--- src/tcs_defs.svh ---
/*
 * Offsets, field positions, reset values and masks of the timer control/status block.
 * Assumes a 24-bit register address space and a 24-bit data word.
 */
`ifndef TCS_DEFS_SVH
`define TCS_DEFS_SVH

// ----------------------------------------------------------------
// Register offsets
// ----------------------------------------------------------------
`define TCS_CTL0_OFS 24'h0f_ff8f
`define TCS_CTL1_OFS 24'hff_ff8b
`define TCS_CTL2_OFS 24'hff_ff87
`define TCS_CMP0_OFS 24'hff_ff8d
`define TCS_CMP1_OFS 24'hff_ff89
`define TCS_CMP2_OFS 24'hff_ff85
`define TCS_CNT0_OFS 24'hff_ff8c
`define TCS_CNT1_OFS 24'hff_ff88
`define TCS_CNT2_OFS 24'hff_ff84
`define TCS_IRQ_STAT_OFS 24'hff_ff90
`define TCS_IRQ_EN_OFS 24'hff_ff91
`define TCS_IRQ_CLR_OFS 24'hff_ff92

// ----------------------------------------------------------------
// Control/status field positions
// ----------------------------------------------------------------
`define TCS_RUN_BIT 0
`define TCS_OVF_IE_BIT 1
`define TCS_CMP_IE_BIT 2
`define TCS_MODE_LSB 4
`define TCS_MODE_MSB 7
`define TCS_DIR_BIT 11
`define TCS_PIN_IN_BIT 12
`define TCS_PIN_OUT_BIT 13
`define TCS_PRESCALE_BIT 15
`define TCS_OVF_FLAG_BIT 20
`define TCS_CMP_FLAG_BIT 21

// ----------------------------------------------------------------
// Reset values and masks
// ----------------------------------------------------------------
`define TCS_CTL_RESET 24'h00_0000
`define TCS_CTL_WR_MASK 24'h00_abf7
`define TCS_IRQ_EN_RESET 6'h3f
`define TCS_HALF_DIV 2

`endif

--- src/tcs_pkg.sv ---
/*
 * Types shared by the timer control/status block.
 * Assumes 24-bit address and data on the register port.
 */
`default_nettype none

package tcs_pkg;
   localparam int unsigned NUM_CHAN = 3;

   typedef struct packed {
      logic [23:0] addr;
      logic [23:0] wdata;
      logic wr;
      logic rd;
   } tcs_bus_req_t;

   typedef struct packed {
      logic overflow;
      logic compare;
   } tcs_event_t;
endpackage

`default_nettype wire

--- src/tcs_tick_gen.sv ---
/*
 * Count-enable pulses: one at half the system clock, one from the prescaler.
 * Assumes a single clock and a synchronous active-low reset.
 */
`include "tcs_defs.svh"
`default_nettype none

module tcs_tick_gen #(
   parameter int unsigned PRESCALE_DIV = 4
) (
   // Clock and reset
   input wire logic ref_clk,
   input wire logic rst_n,
   // Tick pulses
   output logic halfTick,
   output logic preTick
);
   initial begin
      if (PRESCALE_DIV < 1 || PRESCALE_DIV > 65536) begin
         $error("PRESCALE_DIV must lie between 1 and 65536");
      end
   end

   logic halfPhase_r;
   logic [15:0] preCount_r;

   always_ff @(posedge ref_clk) begin
      if (!rst_n) begin
         halfPhase_r <= 1'b0;
      end else begin
         halfPhase_r <= ~halfPhase_r;
      end
   end

   always_ff @(posedge ref_clk) begin
      if (!rst_n) begin
         preCount_r <= 16'h0000;
      end else if (preCount_r == 16'(PRESCALE_DIV - 1)) begin
         preCount_r <= 16'h0000;
      end else begin
         preCount_r <= preCount_r + 16'h0001;
      end
   end

   assign halfTick = halfPhase_r;
   assign preTick = (preCount_r == 16'(PRESCALE_DIV - 1));
endmodule // tcs_tick_gen

`default_nettype wire

--- src/tcs_counter.sv ---
/*
 * One free-running timer counter with compare match and wraparound events.
 * Assumes tick is a one-cycle enable and compareVal is held by the caller.
 */
`default_nettype none

module tcs_counter #(
   parameter int unsigned WIDTH = 24
) (
   // Clock and reset
   input wire logic ref_clk,
   input wire logic rst_n,
   // Control
   input wire logic run,
   input wire logic tick,
   input wire logic [WIDTH-1:0] compareVal,
   // State and events
   output logic [WIDTH-1:0] count,
   output logic wrapPulse,
   output logic matchPulse
);
   initial begin
      if (WIDTH < 2) begin
         $error("WIDTH must be at least two");
      end
   end

   logic [WIDTH-1:0] count_r;
   logic [WIDTH-1:0] count_nxt;

   assign count_nxt = count_r + {{(WIDTH-1){1'b0}}, 1'b1};

   // A stopped timer restarts from zero, so a restart never reports a stale match.
   always_ff @(posedge ref_clk) begin
      if (!rst_n) begin
         count_r <= '0;
         wrapPulse <= 1'b0;
         matchPulse <= 1'b0;
      end else begin
         wrapPulse <= 1'b0;
         matchPulse <= 1'b0;
         if (!run) begin
            count_r <= '0;
         end else if (tick) begin
            count_r <= count_nxt;
            wrapPulse <= (count_r == {WIDTH{1'b1}});
            matchPulse <= (count_nxt == compareVal);
         end
      end
   end

   assign count = count_r;
endmodule // tcs_counter

`default_nettype wire

--- src/tcs_timer_block.sv ---
/*
 * Three timer channels with control/status, compare and count registers,
 * a shared interrupt status/enable/clear group and one interrupt output.
 * Assumes a register master that issues one-cycle strobes, never both at once,
 * and takes read data in the cycle after the read strobe.
 */
// The plain strobed port is this design's own decision.
`include "tcs_defs.svh"
`default_nettype none

module tcs_timer_block #(
   parameter int unsigned COUNT_WIDTH = 24,
   parameter int unsigned PRESCALE_DIV = 4
) (
   // Clock and reset
   input wire logic ref_clk,
   input wire logic rst_n,
   // Register port
   input wire tcs_pkg::tcs_bus_req_t busReq,
   output logic [23:0] readData,
   // Interrupt acknowledge, bit 2i overflow and 2i+1 compare of channel i
   input wire logic [5:0] irqServiced,
   // Timer pins, one per channel
   input wire logic [2:0] timerIoPinIn,
   output logic [2:0] timerIoPinOut,
   output logic [2:0] timerIoPinOe,
   // Interrupt
   output logic irq
);
   localparam int unsigned NCH = tcs_pkg::NUM_CHAN;

   initial begin
      if (COUNT_WIDTH != 24) begin
         $error("COUNT_WIDTH must match the 24-bit register word");
      end
      // The prescaler counter is 16 bits wide, which bounds the divide ratio.
      if (PRESCALE_DIV < 1 || PRESCALE_DIV > 65536) begin
         $error("PRESCALE_DIV must lie between 1 and 65536");
      end
   end

   // ----------------------------------------------------------------
   // Address map helpers
   // ----------------------------------------------------------------
   // The maps are functions so that the write decode and the read mux cannot
   // disagree about where a channel's words sit.
   // Channel zero's control word sits apart from the others in the address map.
   function automatic logic [23:0] ctlOfs(input int ch);
      case (ch)
         0: ctlOfs = `TCS_CTL0_OFS;
         1: ctlOfs = `TCS_CTL1_OFS;
         default: ctlOfs = `TCS_CTL2_OFS;
      endcase
   endfunction

   function automatic logic [23:0] cmpOfs(input int ch);
      case (ch)
         0: cmpOfs = `TCS_CMP0_OFS;
         1: cmpOfs = `TCS_CMP1_OFS;
         default: cmpOfs = `TCS_CMP2_OFS;
      endcase
   endfunction

   function automatic logic [23:0] cntOfs(input int ch);
      case (ch)
         0: cntOfs = `TCS_CNT0_OFS;
         1: cntOfs = `TCS_CNT1_OFS;
         default: cntOfs = `TCS_CNT2_OFS;
      endcase
   endfunction

   // ----------------------------------------------------------------
   // Count enables
   // ----------------------------------------------------------------
   // Both rates come from one divider pair shared by all channels, so channels
   // that select the same source count in step with each other.
   // A tick is a one-cycle enable; nothing here runs on a derived clock.
   logic halfTick;
   logic preTick;

   tcs_tick_gen #(
      .PRESCALE_DIV(PRESCALE_DIV)
   ) u_tick (
      .ref_clk(ref_clk),
      .rst_n(rst_n),
      .halfTick(halfTick),
      .preTick(preTick)
   );

   // ----------------------------------------------------------------
   // Shared interrupt group
   // ----------------------------------------------------------------
   // Status bits follow the channel flags, so the status word and the
   // control/status words always agree. The enable word resets to all ones,
   // which leaves the per-channel enable bits as the only gate after reset.
   // The clear word is write-only: a 1 clears the matching flag, a 0 does nothing.
   logic [5:0] irqEnable_r;
   logic [5:0] irqStatus;
   logic [5:0] irqGate;
   logic irq_r;
   logic wrIrqEn;
   logic wrIrqClr;

   assign wrIrqEn = busReq.wr && (busReq.addr == `TCS_IRQ_EN_OFS);
   assign wrIrqClr = busReq.wr && (busReq.addr == `TCS_IRQ_CLR_OFS);

   always_ff @(posedge ref_clk) begin
      if (!rst_n) begin
         irqEnable_r <= `TCS_IRQ_EN_RESET;
      end else if (wrIrqEn) begin
         irqEnable_r <= busReq.wdata[5:0];
      end
   end

   // ----------------------------------------------------------------
   // Channels
   // ----------------------------------------------------------------
   // Each channel keeps its control word, its compare word and its two flags.
   // The flags live outside the control word because hardware sets them and
   // software clears them, while the pin-input bit is sampled and the other stored bits are plain read/write storage.
   // Mode bits are stored and read back but do not change how the counter runs;
   // pin-clocked and capture modes are not built, so only the internal count works.
   logic [23:0] ctl_r [NCH];
   logic [23:0] cmp_r [NCH];
   logic [23:0] cnt [NCH];
   logic [NCH-1:0] pinSample_r;
   tcs_pkg::tcs_event_t flag_r [NCH];

   genvar gi;
   generate
      for (gi = 0; gi < NCH; gi++) begin : g_chan
         logic wrCtl;
         logic wrCmp;
         logic tick;
         logic wrapPulse;
         logic matchPulse;
         logic clrOvf;
         logic clrCmp;

         assign wrCtl = busReq.wr && (busReq.addr == ctlOfs(gi));
         assign wrCmp = busReq.wr && (busReq.addr == cmpOfs(gi));

         // Reserved bits are masked off; software is expected to write them as zero.
         // The mask also keeps flag and pin-input positions out of the stored word.
         always_ff @(posedge ref_clk) begin
            if (!rst_n) begin
               ctl_r[gi] <= `TCS_CTL_RESET;
            end else if (wrCtl) begin
               ctl_r[gi] <= busReq.wdata & `TCS_CTL_WR_MASK;
            end
         end

         always_ff @(posedge ref_clk) begin
            if (!rst_n) begin
               cmp_r[gi] <= 24'h00_0000;
            end else if (wrCmp) begin
               cmp_r[gi] <= busReq.wdata;
            end
         end

         // Every mode counts the same way, internally, at the rate the prescale bit selects.
         assign tick = ctl_r[gi][`TCS_PRESCALE_BIT] ? preTick : halfTick;

         tcs_counter #(
            .WIDTH(COUNT_WIDTH)
         ) u_cnt (
            .ref_clk(ref_clk),
            .rst_n(rst_n),
            .run(ctl_r[gi][`TCS_RUN_BIT]),
            .tick(tick),
            .compareVal(cmp_r[gi]),
            .count(cnt[gi]),
            .wrapPulse(wrapPulse),
            .matchPulse(matchPulse)
         );

         // Three ways clear a flag: a 1 written to its control-word bit, a 1 in
         // the clear word, or an acknowledge from the interrupt controller.
         assign clrOvf = (wrCtl && busReq.wdata[`TCS_OVF_FLAG_BIT])
                       || (wrIrqClr && busReq.wdata[2*gi])
                       || irqServiced[2*gi];
         assign clrCmp = (wrCtl && busReq.wdata[`TCS_CMP_FLAG_BIT])
                       || (wrIrqClr && busReq.wdata[2*gi+1])
                       || irqServiced[2*gi+1];

         // A new event in the cycle of its clear keeps the flag set.
         always_ff @(posedge ref_clk) begin
            if (!rst_n) begin
               flag_r[gi].overflow <= 1'b0;
            end else if (wrapPulse) begin
               flag_r[gi].overflow <= 1'b1;
            end else if (clrOvf) begin
               flag_r[gi].overflow <= 1'b0;
            end
         end

         always_ff @(posedge ref_clk) begin
            if (!rst_n) begin
               flag_r[gi].compare <= 1'b0;
            end else if (matchPulse) begin
               flag_r[gi].compare <= 1'b1;
            end else if (clrCmp) begin
               flag_r[gi].compare <= 1'b0;
            end
         end

         always_ff @(posedge ref_clk) begin
            if (!rst_n) begin
               pinSample_r[gi] <= 1'b0;
            end else begin
               // Sampled once per cycle; a read shows the level of the cycle before it.
               pinSample_r[gi] <= timerIoPinIn[gi];
            end
         end

         always_ff @(posedge ref_clk) begin
            if (!rst_n) begin
               timerIoPinOe[gi] <= 1'b0;
               timerIoPinOut[gi] <= 1'b0;
            end else begin
               // Registered, so a new direction or level shows one cycle late.
               timerIoPinOe[gi] <= ctl_r[gi][`TCS_DIR_BIT];
               timerIoPinOut[gi] <= ctl_r[gi][`TCS_PIN_OUT_BIT];
            end
         end

         assign irqStatus[2*gi] = flag_r[gi].overflow;
         assign irqStatus[2*gi+1] = flag_r[gi].compare;
         assign irqGate[2*gi] = ctl_r[gi][`TCS_OVF_IE_BIT];
         assign irqGate[2*gi+1] = ctl_r[gi][`TCS_CMP_IE_BIT];
      end
   endgenerate

   // ----------------------------------------------------------------
   // Interrupt output
   // ----------------------------------------------------------------
   // The request is registered so that the pin comes straight from a flop; it
   // therefore trails the flag that raises it by one cycle.
   always_ff @(posedge ref_clk) begin
      if (!rst_n) begin
         irq_r <= 1'b0;
      end else begin
         irq_r <= |(irqStatus & irqGate & irqEnable_r);
      end
   end

   assign irq = irq_r;

   // ----------------------------------------------------------------
   // Read path
   // ----------------------------------------------------------------
   // Addresses decode exactly; an unmapped read returns zero and an unmapped
   // write changes nothing. Flag and pin-input bits are filled in from their
   // own stores so that the word reads as one register.
   logic [23:0] rd_nxt;
   logic [23:0] readData_r;

   always_comb begin
      rd_nxt = 24'h00_0000;
      if (busReq.addr == `TCS_IRQ_STAT_OFS) begin
         rd_nxt = {18'h0_0000, irqStatus};
      end else if (busReq.addr == `TCS_IRQ_EN_OFS) begin
         rd_nxt = {18'h0_0000, irqEnable_r};
      end
      for (int ch = 0; ch < NCH; ch++) begin
         if (busReq.addr == ctlOfs(ch)) begin
            rd_nxt = ctl_r[ch];
            rd_nxt[`TCS_PIN_IN_BIT] = pinSample_r[ch];
            rd_nxt[`TCS_OVF_FLAG_BIT] = flag_r[ch].overflow;
            rd_nxt[`TCS_CMP_FLAG_BIT] = flag_r[ch].compare;
         end else if (busReq.addr == cmpOfs(ch)) begin
            rd_nxt = cmp_r[ch];
         end else if (busReq.addr == cntOfs(ch)) begin
            rd_nxt = cnt[ch];
         end
      end
   end

   // Read data stand for exactly one cycle and are zero otherwise.
   always_ff @(posedge ref_clk) begin
      if (!rst_n) begin
         readData_r <= 24'h00_0000;
      end else if (busReq.rd) begin
         readData_r <= rd_nxt;
      end else begin
         readData_r <= 24'h00_0000;
      end
   end

   assign readData = readData_r;
endmodule // tcs_timer_block

`default_nettype wire

--- config.mk ---
export PLATFORM = sky130hd
export DESIGN_NAME = tcs_timer_block
export DESIGN_NICKNAME = d
export VERILOG_FILES = /design/src/tcs_pkg.sv /design/src/tcs_tick_gen.sv /design/src/tcs_counter.sv /design/src/tcs_timer_block.sv
export VERILOG_INCLUDE_DIRS = /design/src /design/src/src
export SDC_FILE = /design/constraint.sdc
export NUM_CORES = 1
export LEC_CHECK = 0
export CAP_MARGIN = 20
export CORE_ASPECT_RATIO = 1.4
export CORE_MARGIN = 2
export CORE_UTILIZATION = 55
export CTS_CLUSTER_DIAMETER = 60
export DETAILED_ROUTE_END_ITERATION = 8
export DONT_BUFFER_PORTS = 1
export GPL_ROUTABILITY_DRIVEN = 0
export PLACE_DENSITY = 0.68
export SETUP_SLACK_MARGIN = 0.5
export SLEW_MARGIN = 20
export SYNTH_ARGS = -nofsm -noshare
export SYNTH_HDL_FRONTEND = slang
export SYNTH_SLANG_ARGS = --single-unit
--- constraint.sdc ---
create_clock -name ref_clk -period 3.7 [get_ports ref_clk]
set_input_delay 0.37 -clock ref_clk [delete_from_list [all_inputs] [get_ports ref_clk]]
set_output_delay 0.37 -clock ref_clk [all_outputs]
set_load 0.02 [all_outputs]
# After elaboration in Yosys (flattened, before gate mapping)
# Memory sizes are Yosys's and may differ from the RTL's.
# Cells that the tools add are included.
classes:
  n_eq_ne: 22
  reduce_logical: 41
  n_bitwise: 22
  mux: 102
  addsub: 4
op_table:
  columns: ["operator", "count"]
  rows:
  - ["24-bit 2-to-1 mux", 21]
  - ["24-bit equality test, second input constant", 11]
  - ["24-bit equality test", 9]
  - ["1-bit 2-to-1 mux", 76]
  - ["24-bit by 1-bit adder with 24-bit output, second input constant", 3]
  - ["12-bit 2-to-1 mux", 3]
  - ["24-bit by 20-bit equality test with 1-bit output, second input constant", 1]
  - ["1-bit logical AND", 20]
  - ["1-bit OR", 18]
  - ["16-bit by 1-bit adder with 16-bit output, second input constant", 1]
  - ["16-bit by 2-bit equality test with 1-bit output, second input constant", 1]
  - ["6-bit AND", 2]
  - ["1-bit logical OR", 12]
  - ["6-bit 2-to-1 mux", 2]
  - ["3-bit AND reduction", 3]
  - ["2-bit AND reduction", 4]
  - ["6-bit OR reduction", 1]
  - ["1-bit inverter", 2]
  - ["2-bit OR reduction", 1]
word_totals:
  mem_count: 3
  in_bits: 61
  out_inout_bits: 31
  ram_bits: 114
  wordCells: 217
  reg_bits: 135
mem_list:
  columns: ["name", "depth", "word_bits", "rd", "rd_clocked_by_memory_dff", "wr", "line_no", "rtl"]
  rows:
  - ["cmp_r", 3, 24, 3, 0, 3, "tcs_timer_block.sv:124", "logic [23:0] cmp_r [NCH];"]
  - ["ctl_r", 3, 12, 3, 0, 3, "tcs_timer_block.sv:123", "logic [23:0] ctl_r [NCH];"]
  - ["flag_r", 3, 2, 3, 0, 3, "tcs_timer_block.sv:127", "tcs_pkg::tcs_event_t flag_r [NCH];"]

# Longest topological paths before layout
# Gate-level depths: netlist (run 1).
depth:
  depth_word: 15
  ltp_mapped: 10
  depth_no_buf: 8

# By module
# Synthesis (run 1) repeated with hierarchy kept, for this count alone.
unflattened:
  cells_unflattened: 1507
  area_unflattened_um2: 14004.7
modules_own_cells:
  columns: ["module", "area_per_inst_um2", "instances", "cells_per_inst", "seq_area_each_um2"]
  rows:
  - ["tcs_timer_block", 7607.3, 1, 693, 4214.0]
  - ["tcs_counter", 1883.1, 3, 244, 520.5]
  - ["tcs_tick_gen", 748.2, 1, 82, 340.3]

# Worst setup path before layout (run 1)
# No wires, ideal clock.
synth_timing:
  path_kind: "in2reg"
  start: "input busReq[31] (netlist name)"
  end: "memory cmp_r[1][0], enable pin"
  slack_ns: 0.853
  arrival_time_ns: 2.466
  required_ns: 3.319
  path_buffers: 0
  setup_ns: 0.381
  stages: 6
  path_cell_list: "or4b_1 nor3b_2 nand3_1 nor2_1 nand2_1 nand2_1"
synth_rtl:
  columns: ["item", "line_no", "rtl"]
  rows:
  - ["from (decl)", "tcs_timer_block.sv:19", "input wire tcs_pkg::tcs_bus_req_t busReq,"]
  - ["to (decl)", "tcs_timer_block.sv:124", null]

# Worst setup path in the final report (run 1)
layout_timing:
  start: "register g_chan[2].u_cnt.count_r[0]"
  end: "register g_chan[2].u_cnt.matchPulse"
layout_via:
  elab_chain_cells: 2
layout_rtl:
  columns: ["item", "line_no", "rtl"]
  rows:
  - ["from (decl)", "tcs_counter.sv:28", "logic [WIDTH-1:0] count_r;"]
  - ["from (signal assigned)", "tcs_counter.sv:45", "count_r <= count_nxt;"]
  - ["24-bit by 1-bit adder with 24-bit output", "tcs_counter.sv:31", "assign count_nxt = count_r + {{(WIDTH-1){1'b0}}, 1'b1};"]
  - ["24-bit equality test", "tcs_counter.sv:47", "matchPulse <= (count_nxt == compareVal);"]
  - ["to (signal assigned)", "tcs_counter.sv:47", null]
  - ["to (decl)", "tcs_counter.sv:20", "output logic matchPulse"]
# Every way passes these cells.
# A chain may end at the register's enable or synchronous reset.

==> summary.txt, run 1 <==
Clocking
  • Post-CTS Setup Inserts: 0
  • Root buf cell: clkbuf_16
  • Clock tree sinks: 249
  • Hold_buf cts: 10
  • H-tree Lvls: 1
  • CTS clock-pin slew for the worst setup and hold paths: 0.07 ns
  • Worst skew pair latency: 0.55 ns
  • CTS tree: built
  • Inserted Clock Buffers: 25
  • CTS Buffer Depth: 3
  • Cts repair resizes: 0

Layout
  • Area delta synth->final: 8.51%
  • Most frequent cells in the layout: 142 x nor2_1, 136 x dfxtp_1, 125 x and2_1
  • Share of cells above drive strength 1: 6.34%
  • # fillers: 2026
  • Commonest non-fill, non-tap cell in the layout: nor2_1
  • Final #Nets: 1513
  • Register area: 6120 µm²
  • Multi-input gate area: 6970 µm²
  • Cell Count, Final, Fillers Out: 1779

Global routing
  • First-pass GRT wire length: 64500 µm
  • Vias in the first global route: 10700
  • Antenna violations before repair: 1
  • All-Layer GR Usage: 33.4%
  • Largest net degree at the start of global routing: 54
  • Gr ovfl total: 0

Drt
  • Post-DR wirelength/cell: 24.4 µm
  • Remaining antenna violation count after routing: 0
  • DRT iter0 DRCs: 1509
  • Via count: 11500
  • DRC errors left: 0
  • Pre-antenna DRT Iters: 7
  • Routed WL: 43400 µm
  • DR vias/cell: 6.47

Power
  • Peak supply drop: 0.397 mV
  • Pwr dens: 387 nW/µm²
  • Final Total Pwr: 5.68 mW
  • Leak: 4.83 nW

Synth
  • Mapped Area: 13500 µm²
  • Most used DFF post-synth: dfxtp_1
  • Post-synthesis sequential area ratio: 45.3%
  • Seq cells post-synth: 249
  • Number of synthesized flops with an enable pin: 113
  • Mapped Cells: 1470
  • Synth Warn #: 0
  • Syn Nets: 1535
  • Distinct cells, synth: 72
  • Async SR Flop Fraction: 0%
  • Synth Area per Inst: 9.19 µm²

Timing
  • Slew Limit Fails: 0
  • Final hold violations: 0
  • RSZ-0062 raised after global routing: no
  • Final Skew: 0.0215 ns
  • Least-Margin Pin Slew: 1.08 ns
  • Setup violators final: 0
  • Worst setup margin: 0.746 ns
  • Minimum clock period: 2.95 ns
  • Final Cycle Share: 79.8%
  • FMAX: 339 MHz
  • Slew margin rel.: 27.6%
  • Setup TNS: 0 ns

Placement
  • Cells after DPL: 1721
  • HPWL after detailed placement: 32000 µm
  • Pre-CTS setup slack: 0.732 ns
  • Port Buffers: 0

Setup path
  • Reg2Reg Depth: 8
  • Crit-path slowest cell: or3_1
  • WP data required: 4.14 ns
  • Critical path, cell by cell: ha_1 -> nand3_2 -> or3_1 -> nor3_4 -> xnor2_1 -> or4_1 -> a2111o_1 -> a2111oi_2
  • Critical path fanouts, max: 9
  • CP Capture Type: flip-flop
  • Worst setup path class: flip-flop to flip-flop
  • R2r setup slk: 0.75 ns
  • CP max stage delay: 0.58 ns
  • FF-to-FF End: g_chan[2].u_cnt.matchPulse$_SDFF_PN0_
  • Crit path arrival time: 3.40 ns
  • Reg2reg start: g_chan[2].u_cnt.count[0]$_SDFFE_PN0P_
  • Worst Setup Start Kind: flip-flop

Floorplan
  • # IOs: 92
  • Initial Utilization: 56.2%
  • Site Rows: 67
  • Core area: 24100 µm²
  • Die area: 25900 µm²
  • Die height: 189 µm
  • Die span in x: 136 µm

Job
  • Max Cap Violations: 0

Min path
  • Min-Delay Path Depth: 1
  • Worst Hold Class: input pin to flip-flop
  • WHS Endpoint: ctl_r[0][1]$_SDFFCE_PN0P_
  • Hold_sp: busReq[3]

Run status
  • Status: finished clean
## layout make-up
| cell class | instances | area share (%) |
|---|---|---|
| diodes | 2 | 0.0341 |
| clock buffers | 32 | 4.51 |
| clock inverters | 14 | 0.597 |
| inverters | 18 | 0.461 |
| multi-input cells | 1110 | 47.5 |
| flip-flops and latches | 249 | 41.7 |
| well taps | 310 | 2.65 |
| repair buffers | 44 | 2.51 |
## through the flow
stage	hold WS (ns)	instance area (µm²)	utilization, %
after floorplan	0.416	13500	-
after global placement	0.438	13800	57.4
after detailed placement	0.441	13800	57.4
after CTS	0.00475	14700	60.9
after global routing	0.0171	14700	60.9
final	0.0177	14700	60.9
## state kept, by name, indices dropped and copies added (netlist names)
register / count
cmp_r: 72
ctl_r: 36
flag_r: 6
g_chan.u_cnt.count: 72
g_chan.u_cnt.matchPulse: 3
g_chan.u_cnt.wrapPulse: 3
irq: 1
irqEnable_r: 6
pinSample_r: 3
readData: 24
timerIoPinOe: 3
timerIoPinOut: 3
u_tick.halfTick: 1
u_tick.preCount_r: 16
## logic make-up (layout without fill, tap and decap cells)
kind of cell    after synthesis  count (layout)  synth area share (%)
simple gates                652             652                  25.5
compound gates              255             255                  12.4
flops                       249             249                  45.3
xor+xnor                    158             158                  10.2
buf+inv                     111             108                  3.19
mux                          41              41                  3.08
fa+ha+maj                     4               4                 0.370
other cells                   0               2                     0
## power breakdown
part,switching (mW),total [mW],internal (mW)
Combinational,0.166,0.273,0.107
Clock,1.09,2.36,1.28
Sequential,0.0898,3.04,2.95
Total,1.35,5.68,4.33
## worst max-delay path, delay by kind of cell, from the launching register on
| family | cells | cell delay, ns |
|---|---|---|
| AOI/OAI and AO/OA | 2 | 0.59 |
| xor gates and xnor gates | 1 | 0.09 |
| and+or+nand+nor | 4 | 1.42 |
| DFF | 1 | 0.46 |
| adders and majority gates | 1 | 0.28 |
## metal layers
layer,GRT usage [%],vias up,routed length [µm]
met5,0,-,0
met4,14.9,0,2540
met3,5.49,156,4170
met2,56.2,696,20800
met1,41.8,5429,15900
li1,-,5236,-
## cell usage after synthesis, types with 8 or more instances
cell type	instances	share of area, %
nand2_1	123	3.4
a31oi_1	15	0.69
dfxtp_1	136	20
or3_1	37	1.7
and3_1	17	0.79
clkbuf_1	82	2.3
a221oi_1	10	0.65
a222oi_1	8	0.59
nand3_1	56	2.1
o211ai_1	8	0.44
o21ai_0	61	2.3
or4_1	8	0.44
and2_1	125	5.8
mux2i_1	36	2.7
xnor2_1	98	6.4
edfxtp_1	113	25
nor2_1	142	3.9
inv_1	17	0.47
nand4_1	31	1.4
and4_1	8	0.52
a21oi_1	67	2.5
xor2_1	60	3.9
nor4_1	20	0.93
o221ai_1	11	0.71
nor3_1	39	1.4
a211oi_1	8	0.44
## how the worst max path moves through the flow
stage,startpoint,cells past startpoint,to,slack (ns)
2_1_floorplan,busReq[31],6,cmp_r[1][0]$_SDFFCE_PN0P_,0.85
3_3_place_gp,g_chan[2].u_cnt.count[0]$_SDFFE_PN0P_,8,g_chan[2].u_cnt.matchPulse$_SDFF_PN0_,0.80
3_5_place_dp,busReq[35],5,ctl_r[2][0]$_SDFFCE_PN0P_,0.73
4_1_cts,g_chan[2].u_cnt.count[0]$_SDFFE_PN0P_,8,g_chan[2].u_cnt.matchPulse$_SDFF_PN0_,0.76
5_1_grt,g_chan[2].u_cnt.count[0]$_SDFFE_PN0P_,8,g_chan[2].u_cnt.matchPulse$_SDFF_PN0_,0.54
6_report,g_chan[2].u_cnt.count[0]$_SDFFE_PN0P_,8,g_chan[2].u_cnt.matchPulse$_SDFF_PN0_,0.75
Note: power is estimated with default switching activity, not from simulation.
==> run 2: changes to the inputs <==
--- a/config.mk
+++ b/config.mk
@@ -14,7 +14,7 @@
 export DETAILED_ROUTE_END_ITERATION = 8
 export DONT_BUFFER_PORTS = 1
 export GPL_ROUTABILITY_DRIVEN = 0
-export PLACE_DENSITY = 0.68
+export PLACE_DENSITY = 0.71
 export SETUP_SLACK_MARGIN = 0.5
 export SLEW_MARGIN = 20
 export SYNTH_ARGS = -nofsm -noshare
==> constraint.sdc (replaced) <==
create_clock -name ref_clk -period 2.55 [get_ports ref_clk]
set_input_delay 0.255 -clock ref_clk [delete_from_list [all_inputs] [get_ports ref_clk]]
set_output_delay 0.255 -clock ref_clk [all_outputs]
set_load 0.02 [all_outputs]
==> run 2 against run 1 <==
Sequential cell count is the same; clock power rose by 52%; non-clock buffer count up 172; first-iteration DRC count shrank 13%; highest routed layer unchanged; routed wire length grew 6.8%; largest power group unchanged.
==> summary.txt, run 2 (synthesized netlist as in run 1, its figures left out) <==
Setup path
  • Reg2Reg Depth: 10
  • Worst setup path class: flip-flop to flip-flop
  • R2r setup slk: 0.11 ns
  • CP Launch Point: g_chan[2].u_cnt.count[1]$_SDFFE_PN0P_
  • Critical path fanouts, max: 6
  • WP data required: 2.99 ns
  • Worst Setup Start Kind: flip-flop
  • CP Capture Type: flip-flop
  • FF-to-FF End: g_chan[2].u_cnt.matchPulse$_SDFF_PN0_
  • Crit path arrival time: 2.88 ns
  • Reg2reg start: g_chan[2].u_cnt.count[1]$_SDFFE_PN0P_

Drt
  • Pre-antenna DRT Iters: 9
  • DRT iter0 DRCs: 1314
  • Routed WL: 46300 µm
  • Via count: 12500
  • Post-DR wirelength/cell: 23.7 µm
  • Remaining antenna violation count after routing: 0
  • DR vias/cell: 6.41
  • DRC errors left: 0

Layout
  • Final #Nets: 1688
  • Commonest non-fill, non-tap cell in the layout: buf_4
  • Most frequent cells in the layout: 158 x buf_4, 127 x nor2_1, 125 x and2_1
  • Core Util, Final: 70.8%
  • Share of cells above drive strength 1: 23.0%
  • Area delta synth->final: 26.0%

Power
  • Clock group share of total power: 41.7%
  • Leak: 6.01 nW
  • Sw power: 2.09 mW
  • Peak supply drop: 0.524 mV
  • Pint: 6.52 mW
  • Combinational share of power: 7.1%
  • Pwr dens: 505 nW/µm²
  • Share of power burned in registers: 51.2%
  • Sw frac: 24.2%

Timing
  • Slew Limit Fails: 0
  • RSZ-0062 raised after global routing: yes
  • Worst setup margin: 0.109 ns
  • Least-Margin Pin Slew: 0.521 ns
  • Final Skew: 0.0191 ns
  • Minimum clock period: 2.44 ns
  • Final hold violations: 0
  • Setup violators final: 0
  • FMAX: 410 MHz
  • Final Cycle Share: 95.7%
  • Slew margin rel.: 64.4%
  • Fin Hold WS: 0.0298 ns

Min path
  • WHS Endpoint: ctl_r[1][4]$_SDFFCE_PN0P_
  • Worst Hold Class: input pin to flip-flop
  • Hold_sp: rst_n
  • Min-Delay Path Depth: 1

Global routing
  • Antenna violations before repair: 0
  • Vias in the first global route: 11800
  • Gr ovfl total: 0
  • All-Layer GR Usage: 35.0%
  • Largest net degree at the start of global routing: 52
  • First-pass GRT wire length: 68600 µm

Placement
  • Pre-CTS setup slack: -0.279 ns
  • HPWL after detailed placement: 32700 µm
  • Port Buffers: 0

Floorplan
  • Site Rows: 67
  • Die span in x: 136 µm
  • # IOs: 92
  • Core area: 24100 µm²
  • Die height: 189 µm
  • Die area: 25900 µm²
  • Initial Utilization: 56.2%

Clocking
  • Inserted Clock Buffers: 27
  • CTS tree: built
  • Worst skew pair latency: 0.55 ns
  • Root buf cell: clkbuf_16
  • Clock tree sinks: 249
  • H-tree Lvls: 1
  • CTS Buffer Depth: 3
  • CTS clock-pin slew for the worst setup and hold paths: 0.06 ns

Job
  • Max Cap Violations: 0

Run status
  • Status: finished clean
==> run 2: metal layers <==
layer	global-route usage, %	vias up	wire, µm
met3	5.76	198	4200
met2	58.8	732	22400
met1	42.8	5978	16600
met5	0	-	0
met4	18.3	0	3150
li1	-	5615	-
==> run 2: worst max-delay path, stage by stage (launching register included) <==
cell	delay [ns]
dfxtp_4	0.36
ha_4	0.15
nand3_4	0.07
or3_4	0.42
buf_6	0.14
buf_6	0.13
xnor2_1	0.14
nor3_1	0.17
a31oi_1	0.07
a2111o_1	0.42
a2111oi_2	0.27
==> run 2: per-stage QoR <==
step	power, mW	TNS (ns)	instance area [µm²]	std cells
4_1_cts	8.54	0	16500	1924
2_1_floorplan	4.75	0	14000	1470
6_report	8.60	0	17000	1955
3_3_place_gp	4.89	-0.298	15000	1827
3_5_place_dp	4.89	-0.396	15000	1827
5_1_grt	8.84	0	17000	1953
==> run 2: layout make-up <==
type | count | area [µm²]
Fill cell | 1771 | 7030
Antenna cell | 2 | 5.00
Timing Repair Buffer | 216 | 1810
Clock inverter | 16 | 90.1
Inverter | 18 | 67.6
Multi-Input combinational cell | 1111 | 7800
Clock buffer | 33 | 708
Tap cell | 310 | 388
Sequential cell | 249 | 6150
==> run 2: power groups by stage <==
stage          registers (mW)  clock network (mW)  logic, mW
2_1_floorplan            4.43                   0      0.319
3_3_place_gp             4.47                   0      0.413
3_5_place_dp             4.48                   0      0.416
4_1_cts                  4.39                3.61      0.527
5_1_grt                  4.41                3.79      0.641
6_report                 4.40                3.59      0.610
==> run 2: worst max-delay path by stage <==
stage | to | slack [ns] | cells after the start
2_1_floorplan | g_chan[2].u_cnt.matchPulse$_SDFF_PN0_ | 0.19 | 9
3_3_place_gp | readData[13]$_SDFF_PN0_ | -0.27 | 9
3_5_place_dp | readData[13]$_SDFF_PN0_ | -0.28 | 9
4_1_cts | g_chan[2].u_cnt.matchPulse$_SDFF_PN0_ | 0.11 | 8
5_1_grt | g_chan[2].u_cnt.matchPulse$_SDFF_PN0_ | 0.02 | 9
6_report | g_chan[2].u_cnt.matchPulse$_SDFF_PN0_ | 0.11 | 10
==> run 2: repair_timing <==
| item | in CTS | in global routing |
|---|---|---|
| resized for setup | 49 | 81 |
| hold buffers | 36 | 0 |
| buffers inserted | 12 | 24 |
| endpoints found under the hold margin | 143 | 0 |
| setup endpoints to repair | 60 | 61 |
| cloned | 0 | 4 |
| pin swaps | 26 | 43 |
